$ cat config.mk
export PLATFORM = sky130hd
export DESIGN_NAME = pps_drive_sequencer
export DESIGN_NICKNAME = d
export VERILOG_FILES = /design/src/shared/pps_pkg.sv /design/src/rtl/pps_osc.sv /design/src/rtl/pps_drive_sequencer.sv
export SDC_FILE = /design/constraint.sdc
export NUM_CORES = 1
export LEC_CHECK = 0
export BUFFER_PORTS_ARGS = -buffer_cell sky130_fd_sc_hd__buf_2
export CORE_ASPECT_RATIO = 1.1
export CORE_UTILIZATION = 60
export CTS_CLUSTER_SIZE = 16
export DETAILED_ROUTE_END_ITERATION = 16
export GPL_ROUTABILITY_DRIVEN = 0
export PLACE_DENSITY = 0.79
export SETUP_SLACK_MARGIN = 0.2
export SLEW_MARGIN = 30
export SYNTH_ARGS = -nofsm -noshare
export SYNTH_HDL_FRONTEND = slang
export SYNTH_SLANG_ARGS = --single-unit
$ cat constraint.sdc
create_clock -name clock_i -period 3.7 [get_ports clock_i]
set_input_delay 0.185 -clock clock_i [delete_from_list [all_inputs] [get_ports clock_i]]
set_output_delay 0.185 -clock clock_i [all_outputs]
set_load 0.03 [all_outputs]
$ cat src/shared/pps_pkg.sv
// constants, states and status layout of the push-pull drive sequencer
package pps_pkg;

   // ----------------------------------------------------------------
   // clock and oscillator
   // ----------------------------------------------------------------
   localparam int unsigned CLK_HZ = 125_000_000;
   localparam int unsigned CLK_MHZ = 125;
   // internal oscillator runs at twice the switching rate
   localparam int unsigned OSC_HZ = 880_000;
   localparam int unsigned STARTUP_OSC_HZ = 600_000;
   localparam int CNT_W = 8;
   localparam logic [CNT_W-1:0] OSC_HALF_CYC = CNT_W'(CLK_HZ / OSC_HZ);
   localparam logic [CNT_W-1:0] STARTUP_HALF_CYC = CNT_W'(CLK_HZ / STARTUP_OSC_HZ);
   localparam int SSC_W = 4;
   localparam logic [SSC_W-1:0] SSC_MAX = 4'hF;
   localparam logic [SSC_W-1:0] SSC_MIN = 4'h0;

   // ----------------------------------------------------------------
   // gate drive timing
   // ----------------------------------------------------------------
   localparam int unsigned DEAD_NS = 90;
   localparam int DEAD_W = 4;
   // least time, rounded up
   localparam logic [DEAD_W-1:0] DEAD_CYC = DEAD_W'((DEAD_NS * CLK_MHZ + 999) / 1000);
   localparam logic [CNT_W-1:0] CL_ON_CYC = OSC_HALF_CYC >> 1;

   // ----------------------------------------------------------------
   // protection and soft-start timing
   // ----------------------------------------------------------------
   localparam int TIMER_W = 24;
   localparam int unsigned OC_TIMEOUT_MS = 10;
   localparam int unsigned OC_TIMEOUT_CYC_DEF = OC_TIMEOUT_MS * (CLK_HZ / 1000);
   localparam int unsigned DEAD_MODE_MS = 10;
   localparam int unsigned DEAD_MODE_CYC_DEF = DEAD_MODE_MS * (CLK_HZ / 1000);
   localparam int unsigned SS_TIME_US = 5000;
   localparam int unsigned SS_TOTAL_CYC_DEF = SS_TIME_US * CLK_MHZ;
   localparam int LEVEL_W = 8;
   localparam logic [LEVEL_W-1:0] LEVEL_ZERO = 8'h00;
   localparam logic [LEVEL_W-1:0] LEVEL_MAX = 8'hFF;

   // ----------------------------------------------------------------
   // synchronised pin inputs
   // ----------------------------------------------------------------
   localparam int PIN_W = 5;
   localparam int PIN_EN = 0;
   localparam int PIN_OC = 1;
   localparam int PIN_START = 2;
   localparam int PIN_NOM = 3;
   localparam int PIN_UV = 4;

   // ----------------------------------------------------------------
   // sequencing states, gray along off-soft-run-limit-dead
   // ----------------------------------------------------------------
   typedef enum logic [2:0] {
      ST_OFF = 3'h0,
      ST_SOFT = 3'h1,
      ST_RUN = 3'h3,
      ST_CLIM = 3'h2,
      ST_DEAD = 3'h6
   } pps_state_e;

   typedef struct packed {
      pps_state_e state;
      logic osc_run;
      logic osc_full;
      logic [LEVEL_W-1:0] drive_level;
   } pps_status_s;

endpackage

$ cat src/rtl/pps_osc.sv
// internal oscillator with start-up rate and spread spectrum modulation
`timescale 1ns/100ps
`default_nettype none

module pps_osc
(
   input wire logic clock_i, // system clock
   input wire logic rst_i, // synchronous reset, active high
   input wire logic run_i, // oscillator allowed to run
   input wire logic full_i, // supply near nominal, full operation
   output logic tick_o // one pulse per oscillator period, half a switching cycle
);

   logic [pps_pkg::CNT_W-1:0] cnt_r;
   logic [pps_pkg::CNT_W-1:0] period;
   logic [pps_pkg::SSC_W-1:0] ssc_off_r;
   logic ssc_up_r;
   logic pair_r;

   // ----------------------------------------------------------------
   // period select
   // ----------------------------------------------------------------
   // slow start-up rate
   always_comb
   begin
      if (full_i)
      begin
         period = pps_pkg::OSC_HALF_CYC + {{(pps_pkg::CNT_W-pps_pkg::SSC_W){1'b0}}, ssc_off_r};
      end
      else
      begin
         period = pps_pkg::STARTUP_HALF_CYC;
      end
   end

   // ----------------------------------------------------------------
   // half period counter
   // ----------------------------------------------------------------
   // held until supply up
   always_ff @(posedge clock_i)
   begin
      if (rst_i || !run_i)
      begin
         cnt_r <= '0;
         tick_o <= 1'b0;
      end
      // >= so a shorter period taken mid-count still ends this half
      else if (cnt_r >= period - 8'h01)
      begin
         cnt_r <= '0;
         tick_o <= 1'b1;
      end
      else
      begin
         cnt_r <= cnt_r + 8'h01;
         tick_o <= 1'b0;
      end
   end

   // ----------------------------------------------------------------
   // spread spectrum triangle
   // ----------------------------------------------------------------
   // triangle sweep of period
   // step only between cycles
   // both halves of one switching cycle share a period, so on-times match
   always_ff @(posedge clock_i)
   begin
      if (rst_i || !run_i)
      begin
         ssc_off_r <= pps_pkg::SSC_MIN;
         ssc_up_r <= 1'b1;
         pair_r <= 1'b0;
      end
      else if (tick_o)
      begin
         pair_r <= ~pair_r;
         if (pair_r)
         begin
            if (ssc_up_r)
            begin
               if (ssc_off_r == pps_pkg::SSC_MAX)
               begin
                  ssc_up_r <= 1'b0;
                  ssc_off_r <= ssc_off_r - 4'h1;
               end
               else
               begin
                  ssc_off_r <= ssc_off_r + 4'h1;
               end
            end
            else
            begin
               if (ssc_off_r == pps_pkg::SSC_MIN)
               begin
                  ssc_up_r <= 1'b1;
                  ssc_off_r <= ssc_off_r + 4'h1;
               end
               else
               begin
                  ssc_off_r <= ssc_off_r - 4'h1;
               end
            end
         end
      end
   end

endmodule // pps_osc

`default_nettype wire

$ cat src/rtl/pps_drive_sequencer.sv
// push-pull gate drive sequencer: start-up, soft-start, protection, phases
`timescale 1ns/100ps
`default_nettype none

module pps_drive_sequencer #(
   parameter int unsigned OC_TIMEOUT_CYC = pps_pkg::OC_TIMEOUT_CYC_DEF,
   parameter int unsigned DEAD_MODE_CYC = pps_pkg::DEAD_MODE_CYC_DEF,
   parameter int unsigned SS_TOTAL_CYC = pps_pkg::SS_TOTAL_CYC_DEF
)
(
   input wire logic clock_i, // system clock, 125 MHz
   input wire logic rst_i, // synchronous reset, active high
   input wire logic enable_i, // enable pin, pulled low outside
   input wire logic overcurrent_i, // switch current above detect threshold
   input wire logic supply_start_i, // supply above start-up level
   input wire logic supply_nominal_i, // supply within nominal tolerance
   input wire logic supply_uv_i, // supply below undervoltage limit
   output logic drain_out_a_o, // open-drain level when driven, low
   output logic drain_out_a_oe_o, // switch a on
   output logic drain_out_b_o, // open-drain level when driven, low
   output logic drain_out_b_oe_o, // switch b on
   output logic phase_a_o, // divided phase a
   output logic phase_b_o, // divided phase b
   output logic [pps_pkg::LEVEL_W-1:0] drive_level_o, // gate drive amplitude
   output pps_pkg::pps_status_s status_o // sequencer status
);

   localparam int TW = pps_pkg::TIMER_W;
   localparam int unsigned SS_STEP_RAW = SS_TOTAL_CYC / (1 << pps_pkg::LEVEL_W);
   localparam int unsigned SS_STEP_CYC = (SS_STEP_RAW > 0) ? SS_STEP_RAW : 1;
   localparam logic [TW-1:0] OC_LAST = TW'(OC_TIMEOUT_CYC - 1);
   localparam logic [TW-1:0] DEAD_LAST = TW'(DEAD_MODE_CYC - 1);
   localparam logic [TW-1:0] SS_LAST = TW'(SS_STEP_CYC - 1);

   logic [pps_pkg::PIN_W-1:0] sync1_r;
   logic [pps_pkg::PIN_W-1:0] sync2_r;
   logic [pps_pkg::PIN_W-1:0] sync3_r;
   logic [pps_pkg::PIN_W-1:0] pin_r;
   logic active;
   logic oc;
   logic osc_run;
   logic osc_full;
   logic tick;
   pps_pkg::pps_state_e state_r;
   pps_pkg::pps_state_e state_nxt;
   logic [TW-1:0] timer_r;
   logic [TW-1:0] ss_cnt_r;
   logic [pps_pkg::LEVEL_W-1:0] level_r;
   logic div_r;
   logic [pps_pkg::DEAD_W-1:0] dead_cnt_r;
   logic [pps_pkg::CNT_W-1:0] on_cnt_r;
   logic gate_en;

   function automatic logic drive_state(input pps_pkg::pps_state_e st);
      drive_state = (st == pps_pkg::ST_SOFT) || (st == pps_pkg::ST_RUN) ||
                    (st == pps_pkg::ST_CLIM);
   endfunction

   // ----------------------------------------------------------------
   // pin synchronisers
   // ----------------------------------------------------------------
   // a bit is taken only when the second and third stages agree
   always_ff @(posedge clock_i)
   begin
      if (rst_i)
      begin
         sync1_r <= '0;
         sync2_r <= '0;
         sync3_r <= '0;
         pin_r <= '0;
      end
      else
      begin
         sync1_r <= {supply_uv_i, supply_nominal_i, supply_start_i, overcurrent_i, enable_i};
         sync2_r <= sync1_r;
         sync3_r <= sync2_r;
         pin_r <= (sync2_r & sync3_r) | (pin_r & (sync2_r ^ sync3_r));
      end
   end

   // supply and enable gate all drive
   assign active = pin_r[pps_pkg::PIN_EN] && pin_r[pps_pkg::PIN_START] &&
                   !pin_r[pps_pkg::PIN_UV];
   assign oc = pin_r[pps_pkg::PIN_OC];
   assign osc_run = active;
   assign osc_full = pin_r[pps_pkg::PIN_NOM];

   // ----------------------------------------------------------------
   // oscillator
   // ----------------------------------------------------------------
   pps_osc u_osc
   (
      .clock_i(clock_i),
      .rst_i(rst_i),
      .run_i(osc_run),
      .full_i(osc_full),
      .tick_o(tick)
   );

   // ----------------------------------------------------------------
   // protection and soft-start sequencing
   // ----------------------------------------------------------------
   always_comb
   begin
      state_nxt = state_r;
      case (state_r)
         pps_pkg::ST_OFF:
         begin
            state_nxt = pps_pkg::ST_SOFT;
         end
         pps_pkg::ST_SOFT:
         begin
            if (level_r == pps_pkg::LEVEL_MAX)
            begin
               state_nxt = pps_pkg::ST_RUN;
            end
         end
         pps_pkg::ST_RUN:
         begin
            if (oc)
            begin
               state_nxt = pps_pkg::ST_CLIM;
            end
         end
         pps_pkg::ST_CLIM:
         begin
            if (!oc)
            begin
               state_nxt = pps_pkg::ST_RUN;
            end
            else if (timer_r == OC_LAST)
            begin
               state_nxt = pps_pkg::ST_DEAD;
            end
         end
         pps_pkg::ST_DEAD:
         begin
            if (timer_r == DEAD_LAST)
            begin
               state_nxt = pps_pkg::ST_SOFT;
            end
         end
         default:
         begin
            state_nxt = pps_pkg::ST_OFF;
         end
      endcase
   end

   always_ff @(posedge clock_i)
   begin
      if (rst_i || !active)
      begin
         state_r <= pps_pkg::ST_OFF;
      end
      else
      begin
         state_r <= state_nxt;
      end
   end

   // timeout restarts on clear
   // one timer serves both the overcurrent wait and the dead interval
   always_ff @(posedge clock_i)
   begin
      if (rst_i || !active || (state_nxt != state_r) ||
          ((state_r == pps_pkg::ST_CLIM) && !oc))
      begin
         timer_r <= '0;
      end
      else if ((state_r == pps_pkg::ST_CLIM) || (state_r == pps_pkg::ST_DEAD))
      begin
         timer_r <= timer_r + 24'h000001;
      end
   end

   always_ff @(posedge clock_i)
   begin
      if (rst_i || !active)
      begin
         level_r <= pps_pkg::LEVEL_ZERO;
         ss_cnt_r <= '0;
      end
      else if ((state_r == pps_pkg::ST_OFF) || (state_r == pps_pkg::ST_DEAD))
      begin
         level_r <= pps_pkg::LEVEL_ZERO;
         ss_cnt_r <= '0;
      end
      else if (state_r == pps_pkg::ST_SOFT)
      begin
         if (ss_cnt_r == SS_LAST)
         begin
            ss_cnt_r <= '0;
            if (level_r != pps_pkg::LEVEL_MAX)
            begin
               level_r <= level_r + 8'h01;
            end
         end
         else
         begin
            ss_cnt_r <= ss_cnt_r + 24'h000001;
         end
      end
      else
      begin
         level_r <= pps_pkg::LEVEL_MAX;
         ss_cnt_r <= '0;
      end
   end

   // ----------------------------------------------------------------
   // divider and break-before-make
   // ----------------------------------------------------------------
   // divide oscillator by two
   always_ff @(posedge clock_i)
   begin
      if (rst_i || !osc_run)
      begin
         div_r <= 1'b0;
      end
      else if (tick)
      begin
         div_r <= ~div_r;
      end
   end

   // both low before any rise
   // reset loads the count too, so the very first pulse also waits
   always_ff @(posedge clock_i)
   begin
      if (rst_i || !osc_run || tick)
      begin
         dead_cnt_r <= pps_pkg::DEAD_CYC;
      end
      else if (dead_cnt_r != '0)
      begin
         dead_cnt_r <= dead_cnt_r - 4'h1;
      end
   end

   // on-time of this phase; parked past the cap once cut, so no re-rise without a dead gap
   always_ff @(posedge clock_i)
   begin
      if (rst_i || !osc_run || tick)
      begin
         on_cnt_r <= '0;
      end
      else if ((state_r == pps_pkg::ST_CLIM) && (on_cnt_r == pps_pkg::CL_ON_CYC))
      begin
         on_cnt_r <= pps_pkg::CL_ON_CYC + 8'h01;
      end
      else if ((dead_cnt_r == '0) && (on_cnt_r < pps_pkg::CL_ON_CYC))
      begin
         on_cnt_r <= on_cnt_r + 8'h01;
      end
   end

   assign gate_en = osc_run && !tick && (dead_cnt_r == '0) && drive_state(state_r) &&
                    (on_cnt_r <= pps_pkg::CL_ON_CYC) &&
                    ((state_r != pps_pkg::ST_CLIM) || (on_cnt_r != pps_pkg::CL_ON_CYC));

   // ----------------------------------------------------------------
   // output stage
   // ----------------------------------------------------------------
   // off and disconnected when idle
   always_ff @(posedge clock_i)
   begin
      if (rst_i || !active)
      begin
         drain_out_a_oe_o <= 1'b0;
         drain_out_b_oe_o <= 1'b0;
         drive_level_o <= pps_pkg::LEVEL_ZERO;
      end
      else
      begin
         drain_out_a_oe_o <= gate_en && !div_r;
         drain_out_b_oe_o <= gate_en && div_r;
         drive_level_o <= level_r;
      end
   end

   // switches only ever pull the drain low
   assign drain_out_a_o = 1'b0;
   assign drain_out_b_o = 1'b0;
   assign phase_a_o = osc_run && !div_r;
   assign phase_b_o = osc_run && div_r;

   always_ff @(posedge clock_i)
   begin
      if (rst_i)
      begin
         status_o <= '{state: pps_pkg::ST_OFF, osc_run: 1'b0, osc_full: 1'b0,
                       drive_level: pps_pkg::LEVEL_ZERO};
      end
      else
      begin
         status_o <= '{state: state_r, osc_run: osc_run, osc_full: osc_full,
                       drive_level: level_r};
      end
   end

endmodule // pps_drive_sequencer

`default_nettype wire

* After elaboration in Yosys (flattened, before gate mapping)
Index checks and enable logic that the tools add are counted.
** Word-level totals
- Flip-flop bits (word level) :: 130
- Input bits :: 7
- Output and inout bits :: 27
** Operators by class
- Add/sub/neg operators :: 10
- Order comparisons :: 3
- Equal/unequal tests :: 15
- Mux-type cells :: 19
- Bitwise operators :: 7
- Reduce and logical (&&, ||, !) cells :: 39
** Operators with widths (number)
- adder 24 x 1 -> 24 bit, second input constant :: 2
- 2-to-1 mux 8 bit :: 4
- adder 8 x 1 -> 8 bit, second input constant :: 3
- == test 24 x 12 -> 1 bit, second input constant :: 1
- == test 24 x 21 -> 1 bit, second input constant :: 1
- 2-to-1 mux 3 bit :: 5
- one-hot mux 3 bit (5 select lines) :: 1
- logical AND 1 bit :: 14
- 2-to-1 mux 7 bit :: 2
- 2-to-1 mux 4 bit :: 3
- AND 5 bit :: 2
- logical OR 1 bit :: 9
- adder 8 x 4 -> 8 bit, first input constant :: 1
- == test 8 x 7 -> 1 bit, second input constant :: 1
- == test 8 bit, second input constant :: 1
- >= comparator 8 bit :: 1
- less-or-equal comparator 8 x 7 -> 1 bit, second input constant :: 1
- zero test 4 bit :: 2
- less-than comparator 8 x 7 -> 1 bit, second input constant :: 1
- != test 8 x 7 -> 1 bit, second input constant :: 1
- != test 8 bit, second input constant :: 1
- subtractor 4 x 1 -> 4 bit, second input constant :: 2
- subtractor 8 x 1 -> 8 bit, second input constant :: 1
- == test 3 x 2 -> 1 bit, second input constant :: 2
- other kinds (18) :: 31

* Longest topological paths before layout
Gate-level depths: netlist of the first run.
- Word-level depth :: 8
- Gate-level depth with buffers :: 15
- Depth with buffers taken out :: 13

* Hierarchy
From an unflattened synthesis of the first run, not the netlist that was laid out.
** Unflattened totals
- Cell total of the unflattened synthesis :: 672
- Area total of the unflattened synthesis :: 6084.6 µm²
** By module, submodules not included
- pps_drive_sequencer :: instances 1, cells each 553, area an instance 5049.8 µm², seq. area each 2302.2 µm²
- pps_osc :: instances 1, cells each 119, area an instance 1034.7 µm², seq. area each 300.3 µm²

* Worst setup path after synthesis of the first run
No wires, ideal clock.
- Kind :: flip-flop to flip-flop
- Start point :: reg u_osc.ssc_off_r[2] (netlist bit)
- End point :: reg u_osc.tick_o
- Setup time :: 0.115 ns
- Data arrival time :: 2.805 ns
- Data required time :: 3.585 ns
- Slack :: 0.780 ns
- Cell stages (with the launch flop) :: 16
- Clock period less this slack :: 2.920 ns
- Path through :: dfxtp_1 -> clkbuf_1 -> inv_1 -> ha_1 -> xnor2_1 -> nand2_1 -> nand2_1 -> nand2_1 -> xnor2_1 -> ha_1 -> a21o_1 -> a21o_1 -> a221o_1 -> a21o_1 -> clkbuf_1 -> and2_1
** Between the ends
- Longest elaborated chain between the ends :: 5
** RTL lines
- start: declaration :: line pps_osc.sv:16 : logic [pps_pkg::SSC_W-1:0] ssc_off_r;
- start signal: assignment :: line pps_osc.sv:70 : ssc_off_r <= pps_pkg::SSC_MIN;
- start signal: assignment :: line pps_osc.sv:84 : ssc_off_r <= ssc_off_r - 4'h1;
- start signal: assignment :: line pps_osc.sv:88 : ssc_off_r <= ssc_off_r + 4'h1;
- adder 8 x 4 -> 8 bit :: line pps_osc.sv:28 : period = pps_pkg::OSC_HALF_CYC + {{(pps_pkg::CNT_W-pps_pkg::SSC_W){1'b0}}, ssc_off_r};
- 2-to-1 mux 8 bit :: line pps_osc.sv:26 : if (full_i)
- subtractor 8 x 1 -> 8 bit :: line pps_osc.sv:48 : else if (cnt_r >= period - 8'h01)
- >= comparator 8 bit :: line pps_osc.sv:48
- 2-to-1 mux 1 bit :: line pps_osc.sv:48
- end signal: assignment :: line pps_osc.sv:45 : tick_o <= 1'b0;
- end signal: assignment :: line pps_osc.sv:51 : tick_o <= 1'b1;
- end signal: assignment :: line pps_osc.sv:56 : tick_o <= 1'b0;
- end: declaration :: line pps_osc.sv:11 : output logic tick_o
No other way between the ends.
A chain may end at the register's enable or synchronous reset.

* Worst setup path in the final report of the first run
Same ends and word-level chain as after synthesis.

==> results of run 1 <==
## cells in the mapped netlist (2+ instances only)
cell type	number	area share
dfxtp_1	130	0.45
nor2_1	87	0.056
xnor2_1	48	0.073
nand2_1	44	0.029
nor3_1	31	0.027
nor2b_1	29	0.031
ha_1	27	0.058
clkbuf_1	21	0.014
inv_1	20	0.013
nand3_1	19	0.016
xor2_1	19	0.029
nand4_1	18	0.019
a21oi_1	17	0.015
and3_1	13	0.014
nor4_1	13	0.014
and2_1	12	0.013
and4_1	11	0.017
or3_1	9	0.0097
a211oi_1	7	0.0091
nand2b_1	6	0.0065
nor4b_1	6	0.0091
o21ai_0	6	0.0052
a21o_1	4	0.0052
a31oi_1	4	0.0043
mux2i_1	4	0.0069
buf_4	3	0.0039
or2_2	3	0.0032
a2111o_1	2	0.0039
a211o_1	2	0.0030
a21oi_2	2	0.0030
buf_6	2	0.0039
conb_1	2	0.0013
nand3b_1	2	0.0026
nor3b_1	2	0.0026
nor4_4	2	0.0073
o21ai_1	2	0.0017
or4_1	2	0.0026
## power groups by stage
| stage | registers (mW) | logic, mW | clock network [mW] |
|---|---|---|---|
| detailed placement | 1.44 | 0.0204 | 0 |
| global route | 1.41 | 0.0275 | 1.78 |
| global placement | 1.44 | 0.0198 | 0 |
| finish | 1.41 | 0.0247 | 1.70 |
| floorplan | 1.44 | 0.0168 | 0 |
| CTS | 1.41 | 0.0247 | 1.71 |
## per-layer routing
layer  track usage  vias to the layer above  routed length [um]
met4        0.0959                        0                 140
met1         0.299                     2152                5050
met2         0.414                       73                5890
li1              -                     2268                   -
met5             0                        -                   0
met3        0.0801                       17                 438
## registers in the layout (all words and copies together), names as in the netlist, 3 cells and up
name             flops
u_osc.ssc_off_r      4
on_cnt_r             8
state_r              3
sync3_r              5
dead_cnt_r           4
status_o            13
pin_r                5
ss_cnt_r            24
sync1_r              5
u_osc.cnt_r          8
drive_level_o        8
level_r              8
timer_r             24
sync2_r              5
## layout make-up
class / count / area (um2) / share of cell area
Clock inverter: 14 / 178 / 0.0268
Multi-Input combinational cell: 468 / 3000 / 0.452
Inverter: 20 / 75.1 / 0.0113
Tap cell: 117 / 146 / 0.0220
Clock buffer: 18 / 428 / 0.0644
Timing Repair Buffer: 37 / 213 / 0.0320
Sequential cell: 130 / 2600 / 0.392
## worst paths after layout
kind	start	end	slack, ps	cells after the start
max	u_osc.ssc_off_r[2]$_SDFFE_PP0P_	u_osc.tick_o$_SDFF_PP0_	690	13
max reg2reg	u_osc.ssc_off_r[2]$_SDFFE_PP0P_	u_osc.tick_o$_SDFF_PP0_	690	13
min reg2reg	sync1_r[0]$_SDFF_PP0_	sync2_r[0]$_SDFF_PP0_	440	1
min	rst_i	status_o[8]$_SDFF_PP0_	160	2
## metrics by stage
stage / instances / setup WS, ps
floorplan: 644 / 780
global placement: 767 / 845
detailed placement: 767 / 750
CTS: 804 / 724
global route: 804 / 499
finish: 804 / 694
## worst reg2reg max path, cell delays in order, from the launching register on
cell and delay [ps]:
dfxtp_1 470, inv_1 140, ha_1 230, xnor2_1 220, nand2_1 80, nand2_1 90
nand2_1 70, xnor2_1 130, ha_1 310, a21o_1 190, a21o_1 170, a221o_1 330
a21o_1 270, and2_1 200
## cells by family (layout without fill, tap and decap cells)
logic type	after synthesis	count (layout)	synth area share
compound gates	51	51	0.0575
xor+xnor	67	67	0.101
fa+ha+maj	27	27	0.0583
buf+inv	46	89	0.0343
flops	130	130	0.449
mux	5	5	0.00886
other cells	2	4	0.00130
simple gates	314	314	0.289
## what timing repair did
item / 4_1_cts / 5_1_grt
buffers inserted: 0 / 0
hold buffers: 5 / 0
resized for setup: 0 / 0
endpoints found under the hold margin: 5 / 0
==> key figures, run 1 <==
Yosys
  – Seq/Total Area, Yosys: 0.449
  – Ys flop type: dfxtp_1
  – Synth async-reset ratio: 0
  – Post-synthesis register bit count: 130
  – Post-synth cell types: 48
  – Synthesized area per cell: around 9 um2
  – Synthesized instance count: roughly 640
  – Post-synth EDFFs: 0
  – Yosys warning count: 0
  – Mapped cell area: ~5800 um2

Drt
  – Total number of vias: 4510
  – Drt drc: 0
  – DRT iter0 DRCs: about 280
  – Antenna viol nets, final: 0
  – Router iterations before antenna repair: 4
  – DR vias/cell: 5.61
  – WL/cell: 14.3 um
  – DRT Wirelength: ~12 mm

Timing
  – Fin crit period: 3010 ps
  – Setup TNS Final: 0 ps
  – Final Hold Slack: around 160 ps
  – Slew margin rel.: 0.439
  – Least-Margin Pin Slew: 841 ps
  – Unrepaired setup endpoints after global routing: false
  – Final Max Tran Viols: 0
  – Setup-failing EPs final: 0
  – Skew final: 6.06 ps
  – FMAX: ~330 MHz
  – Fin. Hold Viols: 0
  – Period utilization: 0.813

Die
  – Total die area: 10100 um2
  – Die H: 105 um
  – Chip width: 95.7 um
  – Core box area: between 9000 and 10000 um2
  – Starting Density: 0.619
  – I/O pins: 34
  – Num rows: 37

CTS
  – CTS tree: done
  – Clock insertion delay at the later pin of the skew report: between 500 and 600 ps
  – Clock Sinks: 130
  – CTS clk-pin slew, worst paths: roughly 60 ps
  – Root buf cell: clkbuf_8
  – Htree depth: 4
  – Maximum buffer depth of the clock tree: 2
  – CTS buffer count: 17

Finish
  – Share of layout cells above drive strength 1: 0.112
  – Final Core Density: 0.710
  – Commonest non-fill, non-tap cell in the layout: dfxtp_1
  – Area Growth Syn to Fin: 14.6%
  – Fillers: ~700
  – ANT cells: 0
  – Most frequent cells in the layout: 130 x dfxtp_1, 87 x nor2_1, 48 x xnor2_1, 44 x nand2_1
  – Final nets: just over 700
  – Fin area: ~6600 um2

Worst setup path
  – Crit path max fanout: 9
  – Crit path cell chain: inv_1, ha_1, xnor2_1, nand2_1, nand2_1, nand2_1, xnor2_1, ha_1, a21o_1, a21o_1, a221o_1, a21o_1, and2_1
  – CP required: roughly 4100 ps
  – Startpoint types: flip-flop
  – Slowest cell delay on critical path: around 470 ps
  – Critical path endpoint category: flip-flop
  – Worst path slowest cell: dfxtp_1
  – Critical path type: reg -> reg
  – CP Buf/Inv Count: 1
  – Delay-heaviest family, CP: compound AO/OA/AOI/OAI gates
  – WP data arrival: between 3000 and 4000 ps

Power
  – P_int: 2.47 mW
  – Clock Power Share: 0.542
  – Worst IR Drop VDD: 320 uV
  – Total power: about 3.1 mW
  – Leak: around 2.5 nW
  – Sw Share: 0.211
  – Proportion of power drawn by flip-flops and latches: 0.450
  – Logic pwr share: 0.008
  – P_sw: about 0.66 mW
  – P per Cell Area: approximately 470 nW/um2

GRT
  – Initial antenna violation count: 0
  – First-pass GRT wire length: 19.7 mm
  – Total track usage: 0.251
  – Vias in the first global route: about 4.4k
  – Largest net degree at the start of global routing: 37
  – Gr ovfl total: 0

Place
  – Dpl cell area: approximately 6000 um2
  – IO buf count: 31
  – DP Wirelength: about 7.6 mm

Worst hold path
  – Worst Hold Class: in -> reg

Flow run
  – MaxCap Viol Count: 0

Run status
  – Status: complete, no violations
Note: power is estimated with default switching activity, not from simulation.
==> run 2, diff against run 1 <==
- clock period: 3.7 -> 2.83 ns (I/O delays scaled with it)
==> run 2 against run 1 <==
Against the previous run:
- fmax grew 14%
- sequential share of layout area shrank 0.66 points
- highest routed layer unchanged
- die area is the same
- critical path type unchanged
- clock-buffer cell count is the same
- flip-flop and latch count is the same
- setup slack lost 510 ps
==> key figures, run 2 (synthesis gave the netlist of run 1 again) <==
Run status
  – Status: complete, no violations

Timing
  – Fin. Hold Viols: 0 (unchanged)
  – Least-Margin Pin Slew: 666 ps (-175 ps)
  – Final WS setup: 187 ps (-506 ps)
  – Final Max Tran Viols: 0 (unchanged)
  – Unrepaired setup endpoints after global routing: true
  – FMAX: 378 MHz (+14%)
  – Setup-failing EPs final: 0 (unchanged)
  – Setup TNS Final: 0 ps (unchanged)
  – Skew final: 7.01 ps (+0.946 ps)
  – Slew margin rel.: 0.553 (+0.114)
  – Period utilization: 0.934 (+0.121)
  – Fin crit period: 2640 ps (-364 ps)

CTS
  – Htree depth: 4 (unchanged)
  – CTS tree: done
  – CTS clk-pin slew, worst paths: 60 ps (about the same)
  – Clock insertion delay at the later pin of the skew report: 520 ps (-20 ps)
  – Clock Sinks: 130 (unchanged)
  – CTS buffer count: 17 (unchanged)
  – Maximum buffer depth of the clock tree: 2 (unchanged)
  – Root buf cell: clkbuf_8

Finish
  – Top flop regs: ss_cnt_r: 24 flops, timer_r: 24 flops, status_o: 13 flops
  – Commonest non-fill, non-tap cell in the layout: dfxtp_1
  – Final Core Density: 0.724 (+0.0136)
  – Final nets: 716 (+1.1%)
  – Share of layout cells above drive strength 1: 0.142 (+0.0304)
  – ANT cells: 0 (unchanged)
  – Most frequent cells in the layout: 128 x dfxtp_1, 87 x nor2_1, 47 x xnor2_1, 44 x nand2_1, 31 x buf_2
  – Area Growth Syn to Fin: 16.8%
  – Fillers: 689 (-2.0%)

Die
  – Core box area: 9350 um2 (unchanged)
  – I/O pins: 34 (unchanged)
  – Die H: 105 um (unchanged)
  – Starting Density: 0.619 (unchanged)
  – Total die area: 10100 um2 (unchanged)
  – Num rows: 37 (unchanged)
  – Chip width: 95.7 um (unchanged)

Worst setup path
  – Critical path depth in cells: 13 (unchanged)
  – CP required: 3270 ps (-860 ps)
  – CP dominant cell by count: nand2_1
  – WP data arrival: 3080 ps (-350 ps)
  – Worst path slowest cell: a221o_1
  – CP Buf/Inv Count: 1 (unchanged)
  – Critical path type: reg -> reg
  – Crit path max fanout: 4 (-5)
  – Startpoint types: flip-flop
  – Critical path endpoint category: flip-flop
  – Slowest cell delay on critical path: 380 ps (-90 ps)
  – Crit path cell chain: inv_4, ha_4, xnor2_4, nand2_1, nand2_1, nand2_1, xnor2_1, ha_1, a21o_1, a21o_1, a221o_1, a21o_2, nor3_2
  – Cells on worst reg2reg path: 13 (unchanged)
  – Delay-heaviest family, CP: compound AO/OA/AOI/OAI gates

Drt
  – Antenna viol nets, final: 0 (unchanged)
  – DRT iter0 DRCs: 183 (-34%)
  – Total number of vias: 4669 (+3.5%)
  – DRT Wirelength: 12.3 mm (+6.3%)
  – DR vias/cell: 5.75 (+2.5%)
  – DR WL met3: 507 um (+16%)
  – Highest metal used: met4
  – Length of routed met2 wiring: 6.17 mm (+4.7%)
  – M1 WL: 5.28 mm (+4.6%)
  – Router iterations before antenna repair: 5 (+1)
  – WL/cell: 15.1 um (+5.3%)
  – Drt drc: 0 (unchanged)

GRT
  – Total track usage: 0.263 (+0.0120)
  – Vias in the first global route: 4660 (+5.2%)
  – Largest net degree at the start of global routing: 36 (-2.7%)
  – Gr ovfl total: 0 (unchanged)
  – Initial antenna violation count: 0 (unchanged)
  – First-pass GRT wire length: 20.6 mm (+4.7%)

Worst hold path
  – Worst Hold Class: in -> reg
  – Hold Path Stages: 3 (+1)

Power
  – Leak: 2.52 nW (+2.6%)
  – P per Cell Area: 597 nW/um2 (+27%)
  – Worst IR Drop VDD: 492 uV (+54%)

Place
  – DP Wirelength: 7.98 mm (+4.7%)
  – IO buf count: 31 (unchanged)
  – Dpl ws: 5.82 ps (-745 ps)

Flow run
  – MaxCap Viol Count: 0 (unchanged)
-- run 2: metrics by stage --
step	instance area (um2)	hold WS, ps	instances	power, mW
after floorplan	5840	270	644	1.90
after global placement	6040	365	771	1.91
after detailed placement	6040	360	771	1.91
after CTS	6730	156	811	4.06
after global routing	6770	186	812	4.16
final	6770	166	812	4.04
-- run 2: metal layers --
layer,vias to the layer above,track usage
li1,2286,-
met1,2212,0.313
met2,137,0.441
met3,34,0.0597
met4,0,0.122
met5,-,0
-- run 2: what timing repair did --
item,4_1_cts,5_1_grt
endpoints found under the setup margin,9,9
gates cloned,1,0
hold buffers,5,0
endpoints found under the hold margin,5,0
pin swaps,3,16
resized for setup,6,6
setup buffers,2,1
-- run 2: power breakdown --
| group | switching, mW | leakage [nW] | internal, mW |
|---|---|---|---|
| Clock | 0.803 | 0.294 | 1.36 |
| Sequential | 0.00287 | 1.05 | 1.84 |
| Combinational | 0.0203 | 1.17 | 0.0159 |
| Total | 0.826 | 2.52 | 3.21 |
-- run 2: worst register-to-register path: stages, from the launching register on --
cell	delay (ps)
dfxtp_4	360
inv_4	50
ha_4	170
xnor2_4	160
nand2_1	90
nand2_1	90
nand2_1	70
xnor2_1	130
ha_1	320
a21o_1	190
a21o_1	140
a221o_1	380
a21o_2	260
nor3_2	160
-- run 2: cell type report --
cell class | count | area (um2) | share of cell area
multi-input cells | 469 | 3080 | 0.455
clock buffers | 18 | 428 | 0.0632
flip-flops and latches | 130 | 2610 | 0.385
clock inverters | 14 | 163 | 0.0240
repair buffers | 44 | 265 | 0.0392
inverters | 20 | 77.6 | 0.0115
well taps | 117 | 146 | 0.0216
-- run 2: worst paths after layout --
kind | startpoint | to | slack (ps)
hold / removal | rst_i | pin_r[4]$_SDFF_PP0_ | 170
hold reg to reg | sync1_r[0]$_SDFF_PP0_ | sync2_r[0]$_SDFF_PP0_ | 440
setup / recovery | u_osc.ssc_off_r[2]$_SDFFE_PP0P_ | u_osc.cnt_r[7]$_SDFF_PP0_ | 190
setup reg to reg | u_osc.ssc_off_r[2]$_SDFFE_PP0P_ | u_osc.cnt_r[7]$_SDFF_PP0_ | 190
==> run 3, diff against run 2 <==
- BUFFER_PORTS_ARGS: -buffer_cell sky130_fd_sc_hd__buf_2 -> not set
- CTS_BUF_LIST: not set -> sky130_fd_sc_hd__clkbuf_16
- DONT_BUFFER_PORTS: not set -> 1
- PLACE_DENSITY: 0.79 -> 0.76
==> run 3 against run 2 <==
Against the previous run:
- clock-buffer cell count shrank 1
- register-to-register slack gained 40 ps
- global-route usage shrank 1.5 points
- highest routed layer unchanged
- first-iteration DRC count grew 35%
- routed wire length shrank 5.4%
- fmax grew 1.5%
- die area is the same
- critical path depth is the same
- via count shrank 5.5%
- cell count shrank 3.6%
- design area shrank 1.5%
==> key figures, run 3 (synthesis gave the netlist of run 1 again) <==
Run status
  – Status: complete, no violations

Finish
  – Fin area: 6670 um2 (-1.5%)
  – Final Core Density: 0.713 (-0.0110)
  – Final nets: 687 (-4.1%)
  – Fillers: 716 (+3.9%)
  – Area Growth Syn to Fin: 15.1%
  – Count of non-filler cells in the finished layout: 783 (-3.6%)
  – Share of layout cells above drive strength 1: 0.0976 (-0.0448)
  – Most frequent cells in the layout: 128 x dfxtp_1, 87 x nor2_1, 47 x xnor2_1, 44 x nand2_1, 29 x nor2b_1
  – ANT cells: 0 (unchanged)
  – Commonest non-fill, non-tap cell in the layout: dfxtp_1
  – Top flop regs: ss_cnt_r: 24 flops, timer_r: 24 flops, status_o: 13 flops

Power
  – Worst IR Drop VDD: 636 uV (+29%)
  – Sw Share: 0.203 (-0.00164)
  – P_sw: 0.822 mW (-0.55%)
  – P per Cell Area: 608 nW/um2 (+1.8%)
  – P_int: 3.23 mW (+0.46%)
  – Proportion of power drawn by flip-flops and latches: 0.455 (about the same)
  – Clock Power Share: 0.536 (about the same)
  – Leak: 2.36 nW (-6.3%)
  – Logic pwr share: 0.009 (about the same)

CTS
  – CTS clk-pin slew, worst paths: 60 ps (about the same)
  – Root buf cell: clkbuf_16
  – CTS buffer count: 17 (unchanged)
  – Clock insertion delay at the later pin of the skew report: 420 ps (-100 ps)
  – CTS tree: done
  – Htree depth: 4 (unchanged)
  – Maximum buffer depth of the clock tree: 2 (unchanged)
  – Clock Sinks: 130 (unchanged)

Timing
  – Final Max Tran Viols: 0 (unchanged)
  – Period utilization: 0.920 (-0.0139)
  – Least-Margin Pin Slew: 655 ps (-11.3 ps)
  – Fin crit period: 2600 ps (-39.3 ps)
  – Fin. Hold Viols: 0 (unchanged)
  – Setup TNS Final: 0 ps (unchanged)
  – Final Hold Slack: 42.7 ps (-123 ps)
  – Unrepaired setup endpoints after global routing: true
  – FMAX: 384 MHz (+1.5%)
  – Setup-failing EPs final: 0 (unchanged)
  – Skew final: 12.8 ps (+5.78 ps)
  – Slew margin rel.: 0.561 (+0.00759)

Drt
  – DRT iter0 DRCs: 247 (+35%)
  – Antenna viol nets, final: 0 (unchanged)
  – DR vias/cell: 5.64 (-2.0%)
  – DRT Wirelength: 11.6 mm (-5.4%)
  – Drt drc: 0 (unchanged)
  – WL/cell: 14.8 um (-1.9%)
  – Total number of vias: 4413 (-5.5%)
  – Router iterations before antenna repair: 5 (unchanged)

Die
  – Starting Density: 0.619 (unchanged)
  – Die H: 105 um (unchanged)
  – Chip width: 95.7 um (unchanged)
  – I/O pins: 34 (unchanged)
  – Num rows: 37 (unchanged)
  – Core box area: 9350 um2 (unchanged)
  – Total die area: 10100 um2 (unchanged)

Worst setup path
  – Startpoint types: flip-flop
  – Crit path cell chain: inv_4, ha_4, xnor2_4, nand2_1, nand2_1, nand2_1, xnor2_1, ha_1, a21o_1, a21o_1, a221o_1, a21o_4, and2_1
  – CP dominant cell by count: nand2_1
  – Crit path max fanout: 5 (+1)
  – CP required: 3140 ps (-130 ps)
  – Worst path slowest cell: dfxtp_2
  – WP data arrival: 2910 ps (-170 ps)
  – Critical path endpoint category: flip-flop
  – Critical path type: reg -> reg
  – Worst reg-to-reg setup slack: 230 ps (+40 ps)
  – Slowest cell delay on critical path: 350 ps (-30 ps)

GRT
  – Gr ovfl total: 0 (unchanged)
  – Initial antenna violation count: 0 (unchanged)
  – Largest net degree at the start of global routing: 35 (-2.8%)
  – First-pass GRT wire length: 19.0 mm (-7.8%)
  – Total track usage: 0.248 (-0.0151)
  – Vias in the first global route: 4189 (-10%)

Place
  – IO buf count: 0 (-100%)
  – DP Wirelength: 7.48 mm (-6.3%)
  – Dpl cell area: 5870 um2 (-2.8%)
  – Inst Count DP: 738 (-4.3%)

Worst hold path
  – Worst Hold Class: in -> reg

Flow run
  – MaxCap Viol Count: 0 (unchanged)
==> run 3: per-layer routing <==
metal  wire, um  up-vias  track usage
li1           -     2221            -
met1       5300     2091        0.307
met2       5680       84        0.396
met3        434       17       0.0713
met4        176        0        0.106
met5          0        -            0
==> run 3: worst paths after layout <==
check	to	startpoint	cells after the start
setup / recovery	u_osc.tick_o$_SDFF_PP0_	u_osc.ssc_off_r[1]$_SDFFE_PP0P_	13
hold / removal	on_cnt_r[3]$_SDFFE_PP0P_	rst_i	2
setup reg to reg	u_osc.tick_o$_SDFF_PP0_	u_osc.ssc_off_r[1]$_SDFFE_PP0P_	13
hold reg to reg	sync2_r[3]$_SDFF_PP0_	sync1_r[3]$_SDFF_PP0_	1
==> run 3: area by class of cell <==
type	count	area, um2	area share
timing repair buffer	15	143	0.0214
tap	117	146	0.0220
clock inverter	15	164	0.0246
multi-input combinational	469	3100	0.465
inverter	20	80.1	0.0120
sequential	130	2610	0.391
clock buffer	17	425	0.0638
==> run 3: critical path, delay by kind of cell, from the launching register on <==
kind | cells | cell delay (ps)
AOI/OAI and AO/OA | 4 | 970
adders and majority gates | 2 | 430
and+or+nand+nor | 4 | 370
DFF | 1 | 350
xor gates and xnor gates | 2 | 310
buffers and inverters | 1 | 60
==> run 3: power groups by stage <==
| stage | clock [mW] | combinational (mW) | sequential, mW |
|---|---|---|---|
| after CTS | 2.20 | 0.0351 | 1.84 |
| after floorplan | 0 | 0.0219 | 1.88 |
| after global routing | 2.28 | 0.0400 | 1.84 |
| after global placement | 0 | 0.0151 | 1.88 |
| after detailed placement | 0 | 0.0161 | 1.88 |
| final | 2.17 | 0.0364 | 1.84 |
==> run 3: what timing repair did <==
action	CTS	global route
setup buffers	2	2
pin swaps	0	12
cloned	0	1
hold buffers	8	0
endpoints found under the setup margin	9	8
gates resized for setup	8	7
hold endpoints to repair	35	0
==> run 3: per-stage QoR <==
stage | total power, mW | setup WS [ps]
floorplan | 1.90 | 207
global placement | 1.90 | 169
detailed placement | 1.90 | 80.6
CTS | 4.08 | 203
global route | 4.17 | 152
finish | 4.05 | 227
